### src/common/rcs_pkg.sv
// rcs_pkg: shared constants of the real-time clock control/status register block
// assumes: byte-wide register access port, one 125 MHz clock
package rcs_pkg;

    // ------------------------------------------------------------
    // register indices on the byte access port
    // ------------------------------------------------------------
    localparam logic [6:0] RCS_ADDR_RATE    = 7'h0a;   // rate select and update pending
    localparam logic [6:0] RCS_ADDR_CONTROL = 7'h0b;   // rtc_control
    localparam logic [6:0] RCS_ADDR_FLAGS   = 7'h0c;   // irq_flag_status
    localparam logic [6:0] RCS_ADDR_BATTERY = 7'h0d;   // battery_status

    // ------------------------------------------------------------
    // field positions
    // ------------------------------------------------------------
    localparam int RCS_BIT_FREEZE   = 7;    // update freeze in rtc_control
    localparam int RCS_BIT_PERIODIC = 6;    // periodic enable / periodic flag
    localparam int RCS_BIT_ALARM    = 5;    // alarm enable / alarm flag
    localparam int RCS_BIT_UPDATE   = 4;    // update-done enable / update-done flag
    localparam int RCS_BIT_SQUARE   = 3;    // square output enable
    localparam int RCS_BIT_FORMAT   = 2;    // binary when one, bcd when zero
    localparam int RCS_BIT_HOUR24   = 1;    // 24-hour when one
    localparam int RCS_BIT_SUMMER   = 0;    // summer time enable
    localparam int RCS_BIT_COMBINED = 7;    // combined request flag
    localparam int RCS_BIT_VALID    = 7;    // battery valid
    localparam int RCS_BIT_PENDING  = 7;    // update pending in rate register

    // ------------------------------------------------------------
    // values after reset and divider shape
    // ------------------------------------------------------------
    localparam logic [7:0]  RCS_BYTE_ZERO    = 8'h00;
    localparam logic [3:0]  RCS_RATE_RESET   = 4'h0;   // no tap selected
    localparam logic [3:0]  RCS_RATE_NONE    = 4'h0;
    localparam logic [3:0]  RCS_RATE_256HZ   = 4'h1;
    localparam logic [3:0]  RCS_RATE_128HZ   = 4'h2;
    localparam logic [3:0]  RCS_RATE_FAST    = 4'h3;   // first of the binary-spaced codes
    localparam int          RCS_DIV_STAGES   = 15;
    localparam logic [3:0]  RCS_TAP_256HZ    = 4'h6;
    localparam logic [3:0]  RCS_TAP_128HZ    = 4'h7;
    localparam logic [3:0]  RCS_TAP_OFFSET   = 4'h2;   // code minus this is the tap index
    localparam logic [14:0] RCS_DIV_RESET    = 15'h0000;

endpackage : rcs_pkg

### src/rtl/rcs_rate_div.sv
// rcs_rate_div: 15-stage divider on the oscillator tick, tap selector, square output
// assumes: osc_tick is a one-cycle pulse at the 32.768 kHz oscillator rate
`timescale 1ns/100ps
module rcs_rate_div
    import rcs_pkg::*;
(
    input  wire logic       ref_clk,
    input  wire logic       rstn,
    input  wire logic       osc_tick,
    input  wire logic [3:0] rate_select,
    input  wire logic       square_out_enable,
    output logic            tap_edge,
    output logic            square_out_pin
);

    // ------------------------------------------------------------
    // state
    // ------------------------------------------------------------
    logic [14:0] div_count;        // divider chain
    logic [14:0] next_div_count;
    logic        tap_prev;         // selected tap, one cycle old
    logic        next_tap_prev;
    logic        next_tap_edge;
    logic        next_square;
    logic        tap_level;        // current selected tap

    // tap index for a code; code zero never reaches here
    function automatic logic [3:0] tap_index(input logic [3:0] code);
        if (code == RCS_RATE_256HZ) begin
            tap_index = RCS_TAP_256HZ;
        end else if (code == RCS_RATE_128HZ) begin
            tap_index = RCS_TAP_128HZ;
        end else begin
            tap_index = code - RCS_TAP_OFFSET;
        end
    endfunction : tap_index

    // ------------------------------------------------------------
    // next values
    // ------------------------------------------------------------
    // the divider runs free so switching codes never restarts the chain
    always_comb begin
        next_div_count = osc_tick ? div_count + 15'h0001 : div_count;
        if (rate_select == RCS_RATE_NONE) begin
            tap_level = 1'b0;
        end else begin
            tap_level = div_count[tap_index(rate_select)];
        end
        next_tap_prev = tap_level;
        next_tap_edge = tap_level & ~tap_prev;
        next_square   = square_out_enable & tap_level;
    end

    // registers only
    always_ff @(posedge ref_clk or negedge rstn) begin
        if (!rstn) begin
            div_count      <= RCS_DIV_RESET;
            tap_prev       <= 1'b0;
            tap_edge       <= 1'b0;
            square_out_pin <= 1'b0;
        end else begin
            div_count      <= next_div_count;
            tap_prev       <= next_tap_prev;
            tap_edge       <= next_tap_edge;
            square_out_pin <= next_square;
        end
    end

endmodule : rcs_rate_div

### src/rtl/rcs_ctrl_regs.sv
// rcs_ctrl_regs: control, interrupt flag, battery and rate registers of the clock
// assumes: bus strobes are one-cycle pulses synchronous to ref_clk; the time chain
// reports update start/end as pulses and presents the user time and alarm bytes
`timescale 1ns/100ps
module rcs_ctrl_regs
    import rcs_pkg::*;
(
    input  wire logic       ref_clk,
    input  wire logic       rstn,              // reset pin
    input  wire logic       pwr_on_rstn,       // power-up only reset
    input  wire logic       bus_wr,
    input  wire logic       bus_rd,
    input  wire logic [6:0] bus_addr,
    input  wire logic [7:0] bus_wdata,
    output logic      [7:0] bus_rdata,
    input  wire logic       osc_tick,
    input  wire logic       update_start,
    input  wire logic       update_end,
    input  wire logic [7:0] time_sec,
    input  wire logic [7:0] time_min,
    input  wire logic [7:0] time_hour,
    input  wire logic [7:0] alarm_sec,
    input  wire logic [7:0] alarm_min,
    input  wire logic [7:0] alarm_hour,
    input  wire logic       battery_good,
    output logic            irq_n,
    output logic            square_out_pin,
    output logic            update_transfer_en,
    output logic            number_format_select,
    output logic            hour_24_select,
    output logic            summer_time_enable
);

    // ------------------------------------------------------------
    // declarations
    // ------------------------------------------------------------
    logic       update_freeze;          // survives the reset pin
    logic       next_update_freeze;
    logic       periodic_irq_enable;    // cleared by reset pin
    logic       next_periodic_irq_enable;
    logic       alarm_irq_enable;
    logic       next_alarm_irq_enable;
    logic       update_done_irq_enable;
    logic       next_update_done_irq_enable;
    logic       square_out_enable;
    logic       next_square_out_enable;
    logic       next_number_format_select;
    logic       next_hour_24_select;
    logic       next_summer_time_enable;
    logic [3:0] rate_select;            // not touched by the reset pin
    logic [3:0] next_rate_select;
    logic       update_pending_flag;
    logic       next_update_pending_flag;
    logic       battery_valid;
    logic       periodic_flag;
    logic       next_periodic_flag;
    logic       alarm_match_flag;
    logic       next_alarm_match_flag;
    logic       update_done_flag;
    logic       next_update_done_flag;
    logic       combined_request_flag;  // decoded from flags and enables
    logic       next_irq_n;
    logic [7:0] next_bus_rdata;
    logic       next_update_transfer_en;
    logic       tap_edge;               // periodic event from the divider
    logic       wr_control;
    logic       wr_rate;
    logic       rd_flags;
    logic       alarm_hit;

    // alarm byte matches on equality or the don't-care code
    function automatic logic byte_match(input logic [7:0] alarm, input logic [7:0] now);
        byte_match = alarm[7] | (alarm == now);
    endfunction : byte_match

    // ------------------------------------------------------------
    // divider and square output
    // ------------------------------------------------------------
    // shared tap
    rcs_rate_div u_rate_div (
        .ref_clk           (ref_clk),
        .rstn              (rstn),
        .osc_tick          (osc_tick),
        .rate_select       (rate_select),
        .square_out_enable (square_out_enable),
        .tap_edge          (tap_edge),
        .square_out_pin    (square_out_pin)
    );

    // ------------------------------------------------------------
    // control register next values
    // ------------------------------------------------------------
    // enables follow software writes, except that setting freeze clears the update-done enable; freeze only ever changes by a write
    always_comb begin
        wr_control = bus_wr && (bus_addr == RCS_ADDR_CONTROL);
        wr_rate    = bus_wr && (bus_addr == RCS_ADDR_RATE);
        next_update_freeze          = update_freeze;
        next_periodic_irq_enable    = periodic_irq_enable;
        next_alarm_irq_enable       = alarm_irq_enable;
        next_update_done_irq_enable = update_done_irq_enable;
        next_square_out_enable      = square_out_enable;
        next_number_format_select   = number_format_select;
        next_hour_24_select         = hour_24_select;
        next_summer_time_enable     = summer_time_enable;
        next_rate_select            = rate_select;
        if (wr_control) begin
            next_update_freeze          = bus_wdata[RCS_BIT_FREEZE];
            next_periodic_irq_enable    = bus_wdata[RCS_BIT_PERIODIC];
            next_alarm_irq_enable       = bus_wdata[RCS_BIT_ALARM];
            next_update_done_irq_enable = bus_wdata[RCS_BIT_UPDATE];
            next_square_out_enable      = bus_wdata[RCS_BIT_SQUARE];
            next_number_format_select   = bus_wdata[RCS_BIT_FORMAT];
            next_hour_24_select         = bus_wdata[RCS_BIT_HOUR24];
            next_summer_time_enable     = bus_wdata[RCS_BIT_SUMMER];
            if (bus_wdata[RCS_BIT_FREEZE] && !update_freeze) begin
                next_update_done_irq_enable = 1'b0;
            end
        end
        if (wr_rate) begin
            next_rate_select = bus_wdata[3:0];
        end
    end

    // ------------------------------------------------------------
    // control register storage
    // ------------------------------------------------------------
    // reset-pin clear; square enable clear
    always_ff @(posedge ref_clk or negedge rstn) begin
        if (!rstn) begin
            periodic_irq_enable    <= 1'b0;
            alarm_irq_enable       <= 1'b0;
            update_done_irq_enable <= 1'b0;
            square_out_enable      <= 1'b0;
        end else begin
            periodic_irq_enable    <= next_periodic_irq_enable;
            alarm_irq_enable       <= next_alarm_irq_enable;
            update_done_irq_enable <= next_update_done_irq_enable;
            square_out_enable      <= next_square_out_enable;
        end
    end

    // bits the reset pin must not touch; only power-up gives them a value
    // reset immunity
    always_ff @(posedge ref_clk or negedge pwr_on_rstn) begin
        if (!pwr_on_rstn) begin
            update_freeze        <= 1'b0;
            number_format_select <= 1'b0;
            hour_24_select       <= 1'b0;
            summer_time_enable   <= 1'b0;
            rate_select          <= RCS_RATE_RESET;
            update_pending_flag  <= 1'b0;
            battery_valid        <= 1'b0;
            update_transfer_en   <= 1'b0;
        end else begin
            update_freeze        <= next_update_freeze;
            number_format_select <= next_number_format_select;
            hour_24_select       <= next_hour_24_select;
            summer_time_enable   <= next_summer_time_enable;
            rate_select          <= next_rate_select;
            update_pending_flag  <= next_update_pending_flag;
            battery_valid        <= battery_good;
            update_transfer_en   <= next_update_transfer_en;
        end
    end

    // ------------------------------------------------------------
    // flags, pending status and update transfer
    // ------------------------------------------------------------
    // a read clears flags, but an event in the same cycle still lands
    always_comb begin
        rd_flags  = bus_rd && (bus_addr == RCS_ADDR_FLAGS);
        alarm_hit = update_end && byte_match(alarm_sec, time_sec)
                    && byte_match(alarm_min, time_min)
                    && byte_match(alarm_hour, time_hour);
        next_periodic_flag    = tap_edge | (periodic_flag & ~rd_flags);
        next_alarm_match_flag = alarm_hit | (alarm_match_flag & ~rd_flags);
        next_update_done_flag = update_end | (update_done_flag & ~rd_flags);
        if (wr_control && bus_wdata[RCS_BIT_FREEZE]) begin
            next_update_pending_flag = 1'b0;
        end else if (update_start) begin
            next_update_pending_flag = 1'b1;
        end else if (update_end) begin
            next_update_pending_flag = 1'b0;
        end else begin
            next_update_pending_flag = update_pending_flag;
        end
        next_update_transfer_en = ~next_update_freeze;
        combined_request_flag = (periodic_flag & periodic_irq_enable)
                              | (alarm_match_flag & alarm_irq_enable)
                              | (update_done_flag & update_done_irq_enable);
        // pin changes on the same edge as the combined flag
        next_irq_n = ~((next_periodic_flag & next_periodic_irq_enable)
                     | (next_alarm_match_flag & next_alarm_irq_enable)
                     | (next_update_done_flag & next_update_done_irq_enable));
    end

    // flags drop on the reset pin
    // flag storage
    always_ff @(posedge ref_clk or negedge rstn) begin
        if (!rstn) begin
            periodic_flag    <= 1'b0;
            alarm_match_flag <= 1'b0;
            update_done_flag <= 1'b0;
            irq_n            <= 1'b1;
        end else begin
            periodic_flag    <= next_periodic_flag;
            alarm_match_flag <= next_alarm_match_flag;
            update_done_flag <= next_update_done_flag;
            irq_n            <= next_irq_n;
        end
    end

    // ------------------------------------------------------------
    // read data
    // ------------------------------------------------------------
    // unmapped reads give zero; in idle cycles data holds until the next read
    always_comb begin
        next_bus_rdata = bus_rdata;
        if (bus_rd) begin
            if (bus_addr == RCS_ADDR_RATE) begin
                next_bus_rdata = {update_pending_flag, 3'h0, rate_select};
            end else if (bus_addr == RCS_ADDR_CONTROL) begin
                next_bus_rdata = {update_freeze, periodic_irq_enable, alarm_irq_enable,
                                  update_done_irq_enable, square_out_enable,
                                  number_format_select, hour_24_select,
                                  summer_time_enable};
            end else if (bus_addr == RCS_ADDR_FLAGS) begin
                next_bus_rdata = {combined_request_flag, periodic_flag,
                                  alarm_match_flag, update_done_flag, 4'h0};
            end else if (bus_addr == RCS_ADDR_BATTERY) begin
                next_bus_rdata = {battery_valid, 7'h00};
            end else begin
                next_bus_rdata = RCS_BYTE_ZERO;
            end
        end
    end

    // read data register
    always_ff @(posedge ref_clk or negedge pwr_on_rstn) begin
        if (!pwr_on_rstn) begin
            bus_rdata <= RCS_BYTE_ZERO;
        end else begin
            bus_rdata <= next_bus_rdata;
        end
    end

endmodule : rcs_ctrl_regs

### config.mk
export PLATFORM = sky130hd
export DESIGN_NAME = rcs_ctrl_regs
export DESIGN_NICKNAME = d
export VERILOG_FILES = /design/src/common/rcs_pkg.sv /design/src/rtl/rcs_rate_div.sv /design/src/rtl/rcs_ctrl_regs.sv
export SDC_FILE = /design/constraint.sdc
export NUM_CORES = 1
export LEC_CHECK = 0
export BUFFER_PORTS_ARGS = -buffer_cell sky130_fd_sc_hd__buf_2
export CORE_MARGIN = 2
export CORE_UTILIZATION = 40
export DETAILED_ROUTE_END_ITERATION = 10
export HOLD_SLACK_MARGIN = 0.15
export PLACE_DENSITY = 0.63
export SYNTH_ARGS = -nofsm -noshare
export SYNTH_HDL_FRONTEND = slang
export SYNTH_SLANG_ARGS = --single-unit
### constraint.sdc
create_clock -name ref_clk -period 2.2 [get_ports ref_clk]
set_input_delay 0.22 -clock ref_clk [delete_from_list [all_inputs] [get_ports ref_clk]]
set_output_delay 0.22 -clock ref_clk [all_outputs]
set_load 0.02 [all_outputs]
==> summary.txt <==
clock buffer depth = 2
mean post-synth cell area = 10.19 um^2
Crit. End Element = flop
status = completed
Synth Cell Area = 2466 um^2
crit-path max FO = 7
commonest cells in the netlist = 44 x dfrtp_1, 27 x xor2_1, 17 x nand2_1
main combinational cell family by area after synthesis = simple AND/OR/NAND/NOR gates
worst slew pin tran = 0.5826 ns
Mapped Cells = 242
required time worst endpoint = 2.41 ns
# Max-Cap Violations = 0
IO Port Bufs = 85
placer congestion estimate = 0.7866
Largest regs = u_rate_div.div_count (15), bus_rdata (8), rate_select (4)
total track usage = 0.1764
final worst slack = 0.2029 ns
Root Buffer = clkbuf_8
Met2 Routed Length = 2670 um
Pre-Repair DR Iteration Count = 4
Initial Utilization = 0.4141
clk_lat worst skew = 0.29 ns
max reg flops = 15
initial DRC count = 124
FF-to-FF End = u_rate_div.square_out_pin
clock sink total = 45
complex-gate fraction of the synthesized area = 0.1375
Syn-to-layout area delta = 27.45%
Startpoint Class = flop
Mapped Nets = 316
Top reg by flops = u_rate_div.div_count
share of cells above drive strength 1 = 0.3313
# IOs = 86
worst min-delay path category = primary input to flop
worst r2r src = rate_select[2]
HPWL after DPL = 4404 um
number of global-route vias before repair = 1,925
Layout Nets = 408
Yosys top cell area share = 0.4465
fraction of synthesized area in multiplexers = 0.06849
Die W = 82.52 um
Min-Delay Endpoint = square_out_enable
post-route non-filler standard cell count = 410
count leader, synth = dfrtp_1
final hold vios = 0
routed vias/inst = 5.110
Leak = 1.508 nW
CTS Buf Count = 5
Max rail drop VDD = 0.4382 mV
Post-synth EDFFs = 0
Async SR Flop Fraction = 1.000
critical path class = flop to flop
Via Count = 2,095
FILL cells = 569
largest cells by area after synthesis = dfrtp_1 45%, xor2_1 9.6%, xnor2_1 3.6%
minimum clock period = 1.997 ns
Hold Crit Start = bus_wdata[3]
worst hold slack = 0.1566 ns
setup TNS = 0 ns
register area = 1127 um^2
pin count of the biggest net entering global routing = 27
Rel. slew slack = 0.6116
R2R setup slack = 0.20 ns
post-synthesis simple-gate area fraction = 0.1624
Die Y = 82.52 um
setup violators final = 0
Slew Viols, Final = 0
period utilisation layout = 0.9078
grt ovf = 0
RSZ-0062 raised after global routing = no
Post-Synth Adder-Cell Area = 0.01015
Layout Skew = 0.009532 ns
Worst EP arrival = 2.21 ns
first-pass GRT wire length = 9032 um
placed insts = 397
DRT met1 WL = 2564 um
Post-Route WL = 5652 um
Achievable Freq = 0.5007 GHz
Yosys warnings = 0
Seq cells post-synth = 45
Max Used Layer = met4
Avg WL per Cell = 13.79 um
Antenna diodes = 0
drt drc = 0
Pwr Total = 2.178 mW
Routed Antenna Nets = 0
reg2reg path depth = 7
XOR/XNOR share of the synthesized area = 0.1314
core footprint = 5956 um^2
met3 WL = 366 um
Post-synth top flop = dfrtp_1
Yosys top cell by area = dfrtp_1
area of the multi-input gates = 1259 um^2
Distinct cells, synth = 49
TritonCTS clock tree = done
Post-Place Setup Slack = 0.1819 ns
antenna violations before repair = 0
Die ar. = 6810 um^2
clock-pin slew of the registers on the worst-case setup and hold paths = 0.08 ns
sequential area share after synthesis = 0.4571
Cell Pwr Density = 693.1 nW/um^2
hold depth = 3
H-tree depth = 2
site row count = 28
[timing repair]
item | in CTS | in global routing
hold endpoints to repair | 48 | 0
endpoints found under the setup margin | 0 | 2
hold buffers | 5 | 0
gates resized for setup | 0 | 1
buffers inserted | 0 | 0
[per-layer routing]
metal,track usage,vias to the layer above
met3,0.04783,2
met1,0.2433,966
met2,0.2645,73
met4,0.06557,0
met5,0,-
li1,-,1054
[placed cells by master, fill, tap and decap left out, types with 2 or more instances in the layout]
| master | n |
|---|---|
| a211oi_1 | 2 |
| a21boi_0 | 2 |
| a21o_1 | 2 |
| a21oi_1 | 11 |
| a221oi_1 | 3 |
| a31oi_1 | 5 |
| a32oi_1 | 3 |
| and2_1 | 2 |
| and3_1 | 3 |
| buf_2 | 85 |
| buf_4 | 3 |
| clkbuf_8 | 6 |
| dfrtp_1 | 44 |
| dlygate4sd3_1 | 5 |
| ha_1 | 2 |
| inv_1 | 13 |
| mux2_2 | 7 |
| mux2_4 | 4 |
| mux2i_1 | 3 |
| nand2_1 | 17 |
| nand2b_1 | 2 |
| nand3_1 | 7 |
| nand4_1 | 4 |
| nor2_1 | 13 |
| nor2b_1 | 3 |
| nor3_1 | 2 |
| nor4_1 | 7 |
| nor4bb_1 | 2 |
| o211ai_1 | 2 |
| o21ai_0 | 13 |
| o22ai_1 | 2 |
| xnor2_1 | 10 |
| xor2_1 | 27 |
[through the flow]
step,utilization,cell area [um^2]
finish,0.5277,3143
global route,0.5277,3143
CTS,0.5275,3142
detailed placement,0.4996,2975
global placement,0.4996,2975
floorplan,-,2466
[critical path, stage by stage (launching register included)]
cell       delay, ns
dfrtp_1         0.46
inv_1           0.10
ha_1            0.24
nor4bb_1        0.14
a211o_1         0.33
a2111oi_1       0.32
nor3_1          0.13
a211oi_1        0.18
[final cells by class]
type	instances	area share
Tap cell	75	0.02986
Clock inverter	1	0.009554
Inverter	13	0.01553
Sequential cell	45	0.3587
Timing Repair Buffer	93	0.1584
Multi-Input combinational cell	176	0.4005
Clock buffer	7	0.02747
[worst max path at each step]
| stage | start | cells after the start | endpoint |
|---|---|---|---|
| 2_1_floorplan | bus_addr[5] | 5 | irq_n |
| 3_3_place_gp | rate_select[2] | 7 | u_rate_div.tap_edge |
| 3_5_place_dp | rate_select[2] | 7 | u_rate_div.square_out_pin |
| 4_1_cts | rate_select[2] | 7 | u_rate_div.tap_edge |
| 5_1_grt | rate_select[2] | 7 | u_rate_div.tap_edge |
| 6_report | rate_select[2] | 7 | u_rate_div.square_out_pin |
[report_power, final]
group | total [mW] | switching (mW) | leakage, nW | internal (mW)
Combinational | 0.476 | 0.237 | 0.874 | 0.239
Clock | 0.637 | 0.267 | 0.0585 | 0.370
Sequential | 1.07 | 0.123 | 0.576 | 0.943
[cell families after synthesis]
family,count (synthesis)
muxes,14
adders and majority gates,2
and+or+nand+nor,71
AOI/OAI and AO/OA,52
DFF,45
xor gates and xnor gates,37
buffers and inverters,21
Note: power is estimated with default switching activity, not from simulation.
